### src/verilog/emp_pkg.sv
// constants and types shared by the external memory pin block
package emp_pkg;

  // ----------------------------------------------------------------
  // register offsets
  // ----------------------------------------------------------------
  localparam logic [7:0] REG_CTRL = 8'h00;
  localparam logic [7:0] REG_SDRAM_BASE = 8'h04;
  localparam logic [7:0] REG_IO_BASE0 = 8'h08;
  localparam logic [7:0] REG_IO_BASE1 = 8'h0C;
  localparam logic [7:0] REG_IO_BASE2 = 8'h10;
  localparam logic [7:0] REG_STATIC_MAP0 = 8'h14;
  localparam logic [7:0] REG_STATIC_MAP1 = 8'h18;
  localparam logic [7:0] REG_STATUS = 8'h1C;

  // ----------------------------------------------------------------
  // field positions
  // ----------------------------------------------------------------
  localparam int CTRL_LED0_LSB = 0;
  localparam int CTRL_LED1_LSB = 4;
  localparam int CTRL_ACC_LSB = 8;
  localparam int MAP_MASK_LSB = 8;
  localparam int STAT_WDOG_POL = 0;
  localparam int STAT_BOOT_LSB = 1;
  localparam int STAT_VALID = 3;
  localparam int STAT_BUSY = 4;

  // ----------------------------------------------------------------
  // values after reset
  // ----------------------------------------------------------------
  localparam logic [11:0] CTRL_RST = 12'h0300;
  localparam logic [2:0] SDRAM_BASE_RST = 3'h0;
  localparam logic [11:0] IO_BASE_RST = 12'hFFF;
  localparam logic [13:0] STATIC_MAP_RST = 14'h0000;
  localparam logic [3:0] SYNC_RST = 4'h1;

  // ----------------------------------------------------------------
  // counts of cycles
  // ----------------------------------------------------------------
  localparam logic [1:0] STRAP_SETTLE_CYC = 2'h3;

  // ----------------------------------------------------------------
  // led function codes and boot width codes
  // ----------------------------------------------------------------
  localparam logic [2:0] LED_SPEED = 3'h0;
  localparam logic [2:0] LED_LINK = 3'h1;
  localparam logic [2:0] LED_DUPLEX = 3'h2;
  localparam logic [2:0] LED_COLLISION = 3'h3;
  localparam logic [2:0] LED_ACTIVITY = 3'h4;
  localparam logic [2:0] LED_FDX_COLLISION = 3'h5;
  localparam logic [2:0] LED_LINK_ACT = 3'h6;
  localparam logic [1:0] BOOT_RESERVED = 2'h0;
  localparam logic [1:0] BOOT_BYTE = 2'h1;
  localparam logic [1:0] BOOT_HALF = 2'h2;
  localparam logic [1:0] BOOT_WORD = 2'h3;

  // ----------------------------------------------------------------
  // access sequencer states
  // ----------------------------------------------------------------
  typedef enum logic [1:0] {
    ST_IDLE,
    ST_SD_ACT,
    ST_SD_CMD,
    ST_STATIC
  } emp_state_t;

endpackage

### src/verilog/emp_led_select.sv
// wan indicator function selector
`timescale 1ns/1ps
`default_nettype none
module emp_led_select (
  input wire logic [2:0] func_i,
  input wire logic speed_i,
  input wire logic link_i,
  input wire logic duplex_i,
  input wire logic collision_i,
  input wire logic activity_i,
  output logic on_o
);

  // pick the status that lights the indicator
  always_comb
  begin
    case (func_i)
      emp_pkg::LED_SPEED: on_o = speed_i;
      emp_pkg::LED_LINK: on_o = link_i;
      emp_pkg::LED_DUPLEX: on_o = duplex_i;
      emp_pkg::LED_COLLISION: on_o = collision_i;
      emp_pkg::LED_ACTIVITY: on_o = activity_i;
      emp_pkg::LED_FDX_COLLISION: on_o = duplex_i & collision_i;
      emp_pkg::LED_LINK_ACT: on_o = link_i & ~activity_i; // blinks off
      default: on_o = 1'b0;
    endcase
  end

endmodule // emp_led_select
`default_nettype wire

### src/verilog/emp_mem_pins.sv
// external memory pin sequencer with reset straps and wan indicators
//
// Contract
// - one low select per sdram bank, two banks
// - separate low row, column, write strobes to sdram
// - high mask blocks write byte, disables read
// - mask bits 0..3 cover lanes low to high
// - three io selects, 16KB, low only when addressed
// - low wait input stretches the access
// - two static selects from programmable address mapping
// - shared low output enable during static reads
// - output enable pin strap sets watchdog polarity
// - four low byte writes, never for sdram
// - indicator 0 follows control bits 2 to 0
// - indicator 1 follows control bits 6 to 4
// - function codes speed through link activity
// - indicator pin straps set boot width
//
// Design decisions made here: the plain strobed port and the address map.
`timescale 1ns/1ps
`default_nettype none
module emp_mem_pins (
  input wire logic sys_clk_i,
  input wire logic resetn_i,
  input wire logic [7:0] reg_addr_i,
  input wire logic [31:0] reg_wdata_i,
  input wire logic reg_wr_i,
  input wire logic reg_rd_i,
  output logic [31:0] reg_rdata_o,
  input wire logic req_valid_i,
  input wire logic req_write_i,
  input wire logic [25:0] req_addr_i,
  input wire logic [3:0] req_be_i,
  output logic req_ready_o,
  output logic req_done_o,
  output logic req_err_o,
  output logic [1:0] sdram_bank_select_n_o,
  output logic row_strobe_n_o,
  output logic column_strobe_n_o,
  output logic sdram_write_n_o,
  output logic [3:0] sdram_byte_mask_o,
  output logic [2:0] io_bank_select_n_o,
  input wire logic extend_access_n_i,
  output logic [1:0] boot_mem_bank_select_n_o,
  output logic static_output_enable_n_o,
  output logic static_output_enable_n_oe_o,
  input wire logic watchdog_polarity_strap_i,
  output logic [3:0] static_byte_write_n_o,
  output logic [1:0] wan_indicator_o,
  output logic [1:0] wan_indicator_oe_o,
  input wire logic [1:0] boot_width_strap_i,
  input wire logic phy_speed_i,
  input wire logic phy_link_i,
  input wire logic phy_duplex_i,
  input wire logic phy_collision_i,
  input wire logic phy_activity_i,
  output logic watchdog_active_high_o,
  output logic [1:0] boot_width_o,
  output logic strap_valid_o
);

  // ----------------------------------------------------------------
  // declarations
  // ----------------------------------------------------------------
  emp_pkg::emp_state_t state_q;
  logic [3:0] sync1_q;
  logic [3:0] sync2_q;
  logic [1:0] strap_cnt_q;
  logic strap_valid_q;
  logic wdog_pol_q;
  logic [1:0] boot_width_q;
  logic [11:0] ctrl_q;
  logic [2:0] sd_base_q;
  logic [11:0] io_base_q [3];
  logic [13:0] st_map_q [2];
  logic [31:0] rdata_q;
  logic [3:0] acc_cnt_q;
  logic wr_q;
  logic [3:0] be_q;
  logic [1:0] sd_cs_q;
  logic [2:0] io_sel_q;
  logic [1:0] st_sel_q;
  logic done_q;
  logic err_q;
  logic [1:0] led_on;
  logic [1:0] led_q;
  logic [2:0] io_hit;
  logic [1:0] st_hit;
  logic sd_hit;
  logic wait_n;
  logic sd_phase;
  logic acc_phase;
  logic accept;

  // ----------------------------------------------------------------
  // decode helpers
  // ----------------------------------------------------------------
  // a static bank matches where unmasked upper address bits equal its base
  function automatic logic static_match(input logic [25:0] addr,
                                        input logic [13:0] map);
    static_match = ((addr[25:20] ^ map[5:0])
                    & ~map[emp_pkg::MAP_MASK_LSB +: 6]) == 6'h00;
  endfunction

  // ----------------------------------------------------------------
  // pin synchronisers: bit 0 wait, bit 1 polarity, bits 3:2 width
  // ----------------------------------------------------------------
  always_ff @(posedge sys_clk_i or negedge resetn_i)
  begin
    if (!resetn_i)
    begin
      sync1_q <= emp_pkg::SYNC_RST;
      sync2_q <= emp_pkg::SYNC_RST;
    end
    else
    begin
      sync1_q <= {boot_width_strap_i, watchdog_polarity_strap_i,
                  extend_access_n_i};
      sync2_q <= sync1_q;
    end
  end
  assign wait_n = sync2_q[0];

  // ----------------------------------------------------------------
  // strap capture after reset release
  // ----------------------------------------------------------------
  // pins stay undriven until the synchronisers hold settled strap levels
  always_ff @(posedge sys_clk_i or negedge resetn_i)
  begin
    if (!resetn_i)
    begin
      strap_cnt_q <= 2'h0;
      strap_valid_q <= 1'b0;
      wdog_pol_q <= 1'b0;
      boot_width_q <= emp_pkg::BOOT_RESERVED;
    end
    else if (!strap_valid_q)
    begin
      if (strap_cnt_q == emp_pkg::STRAP_SETTLE_CYC)
      begin
        strap_valid_q <= 1'b1;
        wdog_pol_q <= sync2_q[1];
        boot_width_q <= sync2_q[3:2];
      end
      else
      begin
        strap_cnt_q <= strap_cnt_q + 2'h1;
      end
    end
  end

  // ----------------------------------------------------------------
  // register writes
  // ----------------------------------------------------------------
  always_ff @(posedge sys_clk_i or negedge resetn_i)
  begin
    if (!resetn_i)
    begin
      ctrl_q <= emp_pkg::CTRL_RST;
      sd_base_q <= emp_pkg::SDRAM_BASE_RST;
      io_base_q[0] <= emp_pkg::IO_BASE_RST;
      io_base_q[1] <= emp_pkg::IO_BASE_RST;
      io_base_q[2] <= emp_pkg::IO_BASE_RST;
      st_map_q[0] <= emp_pkg::STATIC_MAP_RST;
      st_map_q[1] <= emp_pkg::STATIC_MAP_RST;
    end
    else if (reg_wr_i)
    begin
      if (reg_addr_i == emp_pkg::REG_CTRL)
        ctrl_q <= reg_wdata_i[11:0];
      else if (reg_addr_i == emp_pkg::REG_SDRAM_BASE)
        sd_base_q <= reg_wdata_i[2:0];
      else if (reg_addr_i == emp_pkg::REG_IO_BASE0)
        io_base_q[0] <= reg_wdata_i[11:0];
      else if (reg_addr_i == emp_pkg::REG_IO_BASE1)
        io_base_q[1] <= reg_wdata_i[11:0];
      else if (reg_addr_i == emp_pkg::REG_IO_BASE2)
        io_base_q[2] <= reg_wdata_i[11:0];
      else if (reg_addr_i == emp_pkg::REG_STATIC_MAP0)
        st_map_q[0] <= reg_wdata_i[13:0];
      else if (reg_addr_i == emp_pkg::REG_STATIC_MAP1)
        st_map_q[1] <= reg_wdata_i[13:0];
    end
  end

  // ----------------------------------------------------------------
  // register reads, data in the following cycle
  // ----------------------------------------------------------------
  always_ff @(posedge sys_clk_i or negedge resetn_i)
  begin
    if (!resetn_i)
      rdata_q <= 32'h0000_0000;
    else if (!reg_rd_i)
      rdata_q <= 32'h0000_0000;
    else if (reg_addr_i == emp_pkg::REG_CTRL)
      rdata_q <= {20'h0_0000, ctrl_q};
    else if (reg_addr_i == emp_pkg::REG_SDRAM_BASE)
      rdata_q <= {29'h0000_0000, sd_base_q};
    else if (reg_addr_i == emp_pkg::REG_IO_BASE0)
      rdata_q <= {20'h0_0000, io_base_q[0]};
    else if (reg_addr_i == emp_pkg::REG_IO_BASE1)
      rdata_q <= {20'h0_0000, io_base_q[1]};
    else if (reg_addr_i == emp_pkg::REG_IO_BASE2)
      rdata_q <= {20'h0_0000, io_base_q[2]};
    else if (reg_addr_i == emp_pkg::REG_STATIC_MAP0)
      rdata_q <= {18'h0_0000, st_map_q[0]};
    else if (reg_addr_i == emp_pkg::REG_STATIC_MAP1)
      rdata_q <= {18'h0_0000, st_map_q[1]};
    else if (reg_addr_i == emp_pkg::REG_STATUS)
      rdata_q <= {27'h000_0000, state_q != emp_pkg::ST_IDLE,
                  strap_valid_q, boot_width_q, wdog_pol_q};
    else
      rdata_q <= 32'h0000_0000; // unmapped reads zero
  end
  assign reg_rdata_o = rdata_q;

  // ----------------------------------------------------------------
  // address decode
  // ----------------------------------------------------------------
  assign sd_hit = req_addr_i[25:23] == sd_base_q;
  // each io bank spans one 16KB window at its base
  generate
    for (genvar gi = 0; gi < 3; gi++)
    begin : g_io_hit
      assign io_hit[gi] = req_addr_i[25:14] == io_base_q[gi];
    end
    for (genvar gs = 0; gs < 2; gs++)
    begin : g_st_hit
      assign st_hit[gs] = static_match(req_addr_i, st_map_q[gs]);
    end
  endgenerate
  assign req_ready_o = (state_q == emp_pkg::ST_IDLE) && strap_valid_q;
  assign accept = req_valid_i && req_ready_o;

  // ----------------------------------------------------------------
  // access sequencer
  // ----------------------------------------------------------------
  // sdram beats above io, io above static; lowest-numbered bank wins
  always_ff @(posedge sys_clk_i or negedge resetn_i)
  begin
    if (!resetn_i)
    begin
      state_q <= emp_pkg::ST_IDLE;
      acc_cnt_q <= 4'h0;
      wr_q <= 1'b0;
      be_q <= 4'h0;
      sd_cs_q <= 2'h0;
      io_sel_q <= 3'h0;
      st_sel_q <= 2'h0;
      done_q <= 1'b0;
      err_q <= 1'b0;
    end
    else
    begin
      done_q <= 1'b0;
      err_q <= 1'b0;
      case (state_q)
        emp_pkg::ST_IDLE:
        begin
          if (accept)
          begin
            wr_q <= req_write_i;
            be_q <= req_be_i;
            acc_cnt_q <= ctrl_q[emp_pkg::CTRL_ACC_LSB +: 4];
            sd_cs_q <= 2'h0;
            io_sel_q <= 3'h0;
            st_sel_q <= 2'h0;
            if (sd_hit)
            begin
              sd_cs_q <= req_addr_i[22] ? 2'h2 : 2'h1;
              state_q <= emp_pkg::ST_SD_ACT;
            end
            else if (io_hit != 3'h0)
            begin
              io_sel_q <= io_hit[0] ? 3'h1 : (io_hit[1] ? 3'h2 : 3'h4);
              state_q <= emp_pkg::ST_STATIC;
            end
            else if (st_hit != 2'h0)
            begin
              st_sel_q <= st_hit[0] ? 2'h1 : 2'h2;
              state_q <= emp_pkg::ST_STATIC;
            end
            else
            begin
              err_q <= 1'b1; // nothing decodes this address
            end
          end
        end
        emp_pkg::ST_SD_ACT:
          state_q <= emp_pkg::ST_SD_CMD;
        emp_pkg::ST_SD_CMD:
        begin
          done_q <= 1'b1;
          state_q <= emp_pkg::ST_IDLE;
        end
        default:
        begin
          if (acc_cnt_q != 4'h0)
            acc_cnt_q <= acc_cnt_q - 4'h1;
          else if (wait_n) // low wait holds the access
          begin
            done_q <= 1'b1;
            state_q <= emp_pkg::ST_IDLE;
          end
        end
      endcase
    end
  end
  assign req_done_o = done_q;
  assign req_err_o = err_q;

  // ----------------------------------------------------------------
  // memory pins
  // ----------------------------------------------------------------
  assign sd_phase = (state_q == emp_pkg::ST_SD_ACT)
                    || (state_q == emp_pkg::ST_SD_CMD);
  assign acc_phase = state_q == emp_pkg::ST_STATIC;
  assign sdram_bank_select_n_o = ~(sd_cs_q & {2{sd_phase}});
  assign row_strobe_n_o = state_q != emp_pkg::ST_SD_ACT;
  assign column_strobe_n_o = state_q != emp_pkg::ST_SD_CMD;
  assign sdram_write_n_o = !((state_q == emp_pkg::ST_SD_CMD) && wr_q);
  // mask bit i is lane i; masked lanes are off in both directions
  assign sdram_byte_mask_o = sd_phase ? ~be_q : 4'hF;
  assign io_bank_select_n_o = ~(io_sel_q & {3{acc_phase}});
  assign boot_mem_bank_select_n_o = ~(st_sel_q & {2{acc_phase}});
  assign static_output_enable_n_o = !(acc_phase && !wr_q);
  assign static_output_enable_n_oe_o = strap_valid_q;
  assign static_byte_write_n_o = ~(be_q & {4{acc_phase && wr_q}});

  // ----------------------------------------------------------------
  // wan indicators, driven low to light
  // ----------------------------------------------------------------
  generate
    for (genvar gl = 0; gl < 2; gl++)
    begin : g_led
      emp_led_select u_led (
        .func_i(ctrl_q[gl * 4 +: 3]),
        .speed_i(phy_speed_i),
        .link_i(phy_link_i),
        .duplex_i(phy_duplex_i),
        .collision_i(phy_collision_i),
        .activity_i(phy_activity_i),
        .on_o(led_on[gl])
      );
    end
  endgenerate

  // register the indicator levels
  always_ff @(posedge sys_clk_i or negedge resetn_i)
  begin
    if (!resetn_i)
      led_q <= 2'h3;
    else
      led_q <= ~led_on;
  end
  assign wan_indicator_o = led_q;
  assign wan_indicator_oe_o = {2{strap_valid_q}};
  assign watchdog_active_high_o = wdog_pol_q;
  assign boot_width_o = boot_width_q;
  assign strap_valid_o = strap_valid_q;
endmodule // emp_mem_pins
`default_nettype wire

### config.mk
export PLATFORM = sky130hd
export DESIGN_NAME = emp_mem_pins
export DESIGN_NICKNAME = d
export VERILOG_FILES = /design/src/verilog/emp_pkg.sv /design/src/verilog/emp_led_select.sv /design/src/verilog/emp_mem_pins.sv
export SDC_FILE = /design/constraint.sdc
export NUM_CORES = 1
export LEC_CHECK = 0
export ABC_AREA = 1
export ABC_CLOCK_PERIOD_IN_PS = 3700
export BUFFER_PORTS_ARGS = -buffer_cell sky130_fd_sc_hd__buf_2
export CAP_MARGIN = 10
export CORE_AREA = 4 4 121 123
export DETAILED_ROUTE_END_ITERATION = 16
export DIE_AREA = 0 0 125 127
export GPL_ROUTABILITY_DRIVEN = 0
export PLACE_DENSITY_LB_ADDON = 0.05
export SKIP_LAST_GASP = 1
export SYNTH_ARGS = -nofsm -noshare
export SYNTH_HDL_FRONTEND = slang
export SYNTH_SLANG_ARGS = --single-unit
### constraint.sdc
create_clock -name sys_clk_i -period 3.7 [get_ports sys_clk_i]
set_clock_uncertainty 0.15 [all_clocks]
set_input_delay 1.11 -clock sys_clk_i [delete_from_list [all_inputs] [get_ports sys_clk_i]]
set_output_delay 1.11 -clock sys_clk_i [all_outputs]
set_load 0.05 [all_outputs]
# == After elaboration in Yosys (flattened, before gate mapping) ==
# Index checks and enable logic that the tools add are counted.
# word_totals
regBits,147
output_inout_bits,63
# op_classes
n_bitwise,28
mux,42
reduce_logical,35
eq_ne,32
n_addsub,2
# ops
op,count
two-way mux 14 bit,8
== test 12 bit,3
== test 8 x 5 -> 1 bit (second input constant),4
two-way mux 2 bit,12
== test 3 bit (second input constant),6
== test 8 x 4 -> 1 bit (second input constant),2
one-hot mux 1 bit (7 select lines),2
AND 6 bit,2
== test 3 x 2 -> 1 bit (second input constant),4
logical NOT 6 bit,2
two-way mux 3 bit,4
two-way mux 4 bit,3
inverter 6 bit,2
bitwise XOR 6 bit,2
inverter 1 bit,10
two-way mux 1 bit,9
== test 8 x 3 -> 1 bit (second input constant),1
logical NOT 8 bit,1
inequality test 4 x 2 -> 1 bit (second input constant),2
inverter 4 bit,2
one-hot mux 4 bit (2 select lines),1
AND reduction 2 bit,4
AND reduction 4 bit,2
AND reduction 8 bit,1
30 further kinds,50

# == Depth between registers and ports, before layout ==
# depth
ltp_word,10
mapped_depth,13
mapped_depth_nobuf,12

# == Hierarchy ==
# From an unflattened synthesis, not the netlist that was laid out.
# hier_totals
cells_unflattened,892
hier_area_um2,7179.4
# by_module_without_submodules
module,cells_per_inst,area_each_um2,instances
emp_mem_pins,846,6974.2,1
emp_led_select,23,102.6,2

# == Worst setup path before layout ==
# OpenSTA, ideal clock, no wires.
# synth_timing
path_kind,reg-to-output
startpoint,register state_q[0]
endpoint,output static_byte_write_n_o[3]
slack_ns,1.166
t_arrival_ns,1.274
path_stages_with_launch,4
cell_sequence,dfrtp_1 ha_1 clkbuf_1 nand3_1
# synth_via
elab_chain_len,4
# synth_rtl
item,line_no,rtl
from (decl),emp_mem_pins.sv:65,emp_pkg::emp_state_t state_q;
from (signal assigned),emp_mem_pins.sv:243,state_q <= emp_pkg::ST_IDLE;
from (signal assigned),emp_mem_pins.sv:271,state_q <= emp_pkg::ST_SD_ACT;
from (signal assigned),emp_mem_pins.sv:276,state_q <= emp_pkg::ST_STATIC;
== test 2 bit,emp_mem_pins.sv:317,assign acc_phase = state_q == emp_pkg::ST_STATIC;
logical AND 1 bit,emp_mem_pins.sv:328,assign static_byte_write_n_o = ~(be_q & {4{acc_phase && wr_q}});
AND 4 bit,emp_mem_pins.sv:328,
inverter 4 bit,emp_mem_pins.sv:328,
to (decl),emp_mem_pins.sv:48,"output logic [3:0] static_byte_write_n_o,"
# No other way between the ends.

# == Worst setup path in the final report ==
# layout_timing
startpoint,register state_q[0]
endpoint,output sdram_byte_mask_o[1]
# layout_via
elab_chain_len,3
word_cells_on_any_way,4
classes_between,eq/ne (2); mux (1); reduce/logical (1)
# layout_rtl
item,line_no,rtl
== test 2 x 1 -> 1 bit / == test 2 bit (equally long branches),"emp_mem_pins.sv:315, emp_mem_pins.sv:316",
logical OR 1 bit *,emp_mem_pins.sv:316,|| (state_q == emp_pkg::ST_SD_CMD);
two-way mux 4 bit *,emp_mem_pins.sv:323,assign sdram_byte_mask_o = sd_phase ? ~be_q : 4'hF;
to (decl),emp_mem_pins.sv:41,"output logic [3:0] sdram_byte_mask_o,"
# Mark *: on every way between the ends. The rest lies on a longest branch, timed or not.

==> run_results.csv <==
group,metric,value,unit
min_path,hold_class,"register to register",
detailed_routing,wl_per_cell,15.57,µm
clock_network,postCtsSetupBuffers,0,
clock_network,cts_tree,"yes",
timing,min_period_over_period,79.01,%
grt,antenna_found_initial,0,
synthesis,synth_cells,855,
grt,grt_usage,22.94,%
die,io_pins,148,
worst_setup_path,critical_path_class,"register to output port",
power_and_ir_drop,power.total,4.307,mW
timing,setup_tns,0,ns
timing,worst_pin_slew,0.6944,ns
grt,grtUsageMet3,4.975,%
worst_setup_path,worst_ep_required_time,2.44,ns
detailed_routing,via_count,5791,
placement,port_buffers,97,
layout,final_common_cell,"nand2_1",
status,status,"finished clean",
clock_network,cts_buffers,17,
worst_setup_path,r2r_setup_slack,1.47,ns
synthesis,ys_seq_area_share,48.36,%
clock_network,cts_resized,0,
worst_setup_path,cp-end-kind,"output port",
worst_setup_path,ff2ff_path_depth,8,
timing,fmax,342.1,MHz
layout,layout-drive-gt1-share,21.50,%
grt,grt_pass1_vias,5705,
synthesis,yosysUniqueCellTypes,38,
timing,drv_slew,0,
worst_setup_path,start_kind,"register",
layout,area_delta_synth_final,16.32,%
min_path,hold_end,"sync2_q[1]",
clock_network,clk_pin_slew,0.06,ns
detailed_routing,drcViolationCount,0,
timing,grt_setup_unrepaired,"no",
timing,finalCriticalPeriod,2.923,ns
layout,seq_area,0.003281,mm²
placement,dp_hpwl,13320,µm
power_and_ir_drop,peakVddDrop,269.1,µV
die,start_util,49.64,%
synthesis,syn_avg_cell_area,7.935,µm²
clock_network,cts.sinks,129,
layout,diodes,0,
clock_network,cts_htree_levels,4,
worst_setup_path,r2r_start,"state_q[0]",
grt,grt_max_degree,63,
clock_network,postCtsHoldBufs,0,
min_path,hold_path_depth,0,
grt,grtUsageMet1,29.08,%
grt,grt.busiest_layer,"met2",
die,design.die.area,0.01588,mm²
power_and_ir_drop,powerDensity,545.7,mW/mm²
detailed_routing,ant_nets,0,
grt,use_met2,38.37,%
timing,hold_viol_final,0,
layout,multiInputGateArea,0.002953,mm²
synthesis,synth.yosys.warnings,0,
worst_setup_path,crit_arrival,1.66,ns
clock_network,clkLatencyLatePin,0.42,ns
timing,finalSetupViolations,0,
worst_setup_path,r2r-end,"acc_cnt_q[3]",
die,core,0.01367,mm²
layout,final_nets,1036,
run,max_cap_viol_count,0,
detailed_routing,drt_iter0_drc,342,
layout,finalInstanceArea,0.007891,mm²
layout,post-route-util,57.75,%
detailed_routing,via_per_inst,5.089,
worst_setup_path,critPathMaxFanout,8,
die,die_w,125,µm
placement,postPlaceCellArea,0.007301,mm²
timing,slew_headroom,53.60,%
synthesis,synth-edff-count,0,
detailed_routing,drtPass1Iterations,5,
synthesis,synth_area,0.006784,mm²
min_path,hp-start,"sync1_q[1]",
clock_network,cts_root_buf,"clkbuf_16",
layout,final_cell_mix,"284 x nand2_1, 96 x buf_2, 87 x dfrtp_1, 84 x o21ai_0, 76 x inv_1",
die,die_h,127,µm
synthesis,yosys_most_used_dff,"dfrtp_1",
layout,fillers,1326,
grt,grt_pass1_wl,28750,µm
synthesis,yosys_register_bits,129,
grt,grt_overflow,0,
detailed_routing,wirelength,17720,µm
power_and_ir_drop,power.leakage,3.665,nW
die,rows,43,
synthesis,synthArstFlopShare,100.0,%
clock_network,clk_path_buf_depth,2,
## final cells by class
cell class / instances / area share, %
clock buffers: 19 / 5.740
clock inverters: 13 / 1.744
inverters: 81 / 3.853
multi-input cells: 614 / 37.42
flip-flops and latches: 129 / 41.57
well taps: 180 / 2.854
repair buffers: 102 / 6.818
## layer usage
metal  part of all wire (%)  vias to the layer above
li1                       -                     2863
met1                     44                     2727
met2                     48                      169
met3                    5.2                       32
met4                    2.6                        0
met5                      0                        -
## sequential cells by signal, indices dropped and copies added (netlist names)
signal and count:
req_done_o 1, reg_rdata_o 14, wr_q 1, sd_base_q 3, sd_cs_q 2, be_q 4
watchdog_active_high_o 1, wan_indicator_o 2, st_sel_q 2, acc_cnt_q 4, io_sel_q 3, st_map_q 28
state_q 2, ctrl_q 12, req_err_o 1, sync2_q 4, boot_width_o 2, sync1_q 4
static_output_enable_n_oe_o 1, io_base_q 36, strap_cnt_q 2
## cells in the mapped netlist (8+ instances only)
cell,count,share of area (%)
a21oi_1,32,2.4
o21ai_0,84,6.2
clkbuf_1,10,0.55
o21ai_1,29,2.1
buf_4,26,2.9
dfrtp_1,87,32
buf_2,8,0.59
nand2_1,284,16
dfstp_2,42,16
nand3_1,41,3.0
nor2_1,44,2.4
inv_1,76,4.2
xnor2_1,25,3.2
## how the worst max path moves through the flow
| stage | from | endpoint | slack [ns] | depth (start not counted) |
|---|---|---|---|---|
| finish | state_q[0] | sdram_byte_mask_o[1] | 0.78 | 4 |
| CTS | state_q[0] | sdram_byte_mask_o[1] | 0.76 | 4 |
| floorplan | state_q[0] | static_byte_write_n_o[3] | 1.17 | 3 |
| global route | state_q[0] | req_ready_o | 0.65 | 5 |
| detailed placement | reg_addr_i[1] | reg_rdata_o[4] | 0.80 | 10 |
| global placement | reg_addr_i[1] | reg_rdata_o[4] | 0.82 | 10 |
## through the flow
step           instances  hold slack, ns  setup slack (ns)
4_1_cts             1138          0.1994            0.7647
6_report            1138          0.1991            0.7766
3_5_place_dp        1106          0.1863            0.8030
3_3_place_gp        1106          0.1873            0.8215
5_1_grt             1138          0.2036            0.6451
2_1_floorplan        872          0.1812             1.166
## critical path, stage by stage, from the launching register on
cell and delay (ns):
dfrtp_1 0.40, inv_1 0.08, ha_1 0.41, nand2_1 0.10, buf_2 0.26
## where the power goes
part | internal [mW] | total, mW | switching, mW
sequential | 1.56 | 1.65 | 0.0961
clock | 1.02 | 1.64 | 0.618
combinational | 0.267 | 1.01 | 0.743
## logic make-up (layout without fill, tap and decap cells)
| family | after synthesis | count (layout) | synth area share [%] |
|---|---|---|---|
| buffers and inverters | 129 | 215 | 9.056 |
| flip-flops | 129 | 129 | 48.36 |
| multiplexers | 3 | 3 | 0.4979 |
| AND/OR/NAND/NOR | 406 | 406 | 25.75 |
| adder cells (fa/ha/maj) | 6 | 6 | 1.107 |
| AO/OA/AOI/OAI | 154 | 154 | 11.69 |
| other | 1 | 18 | 0.05528 |
| XOR/XNOR | 27 | 27 | 3.486 |
No activity file was read; power rests on OpenSTA's default activity.
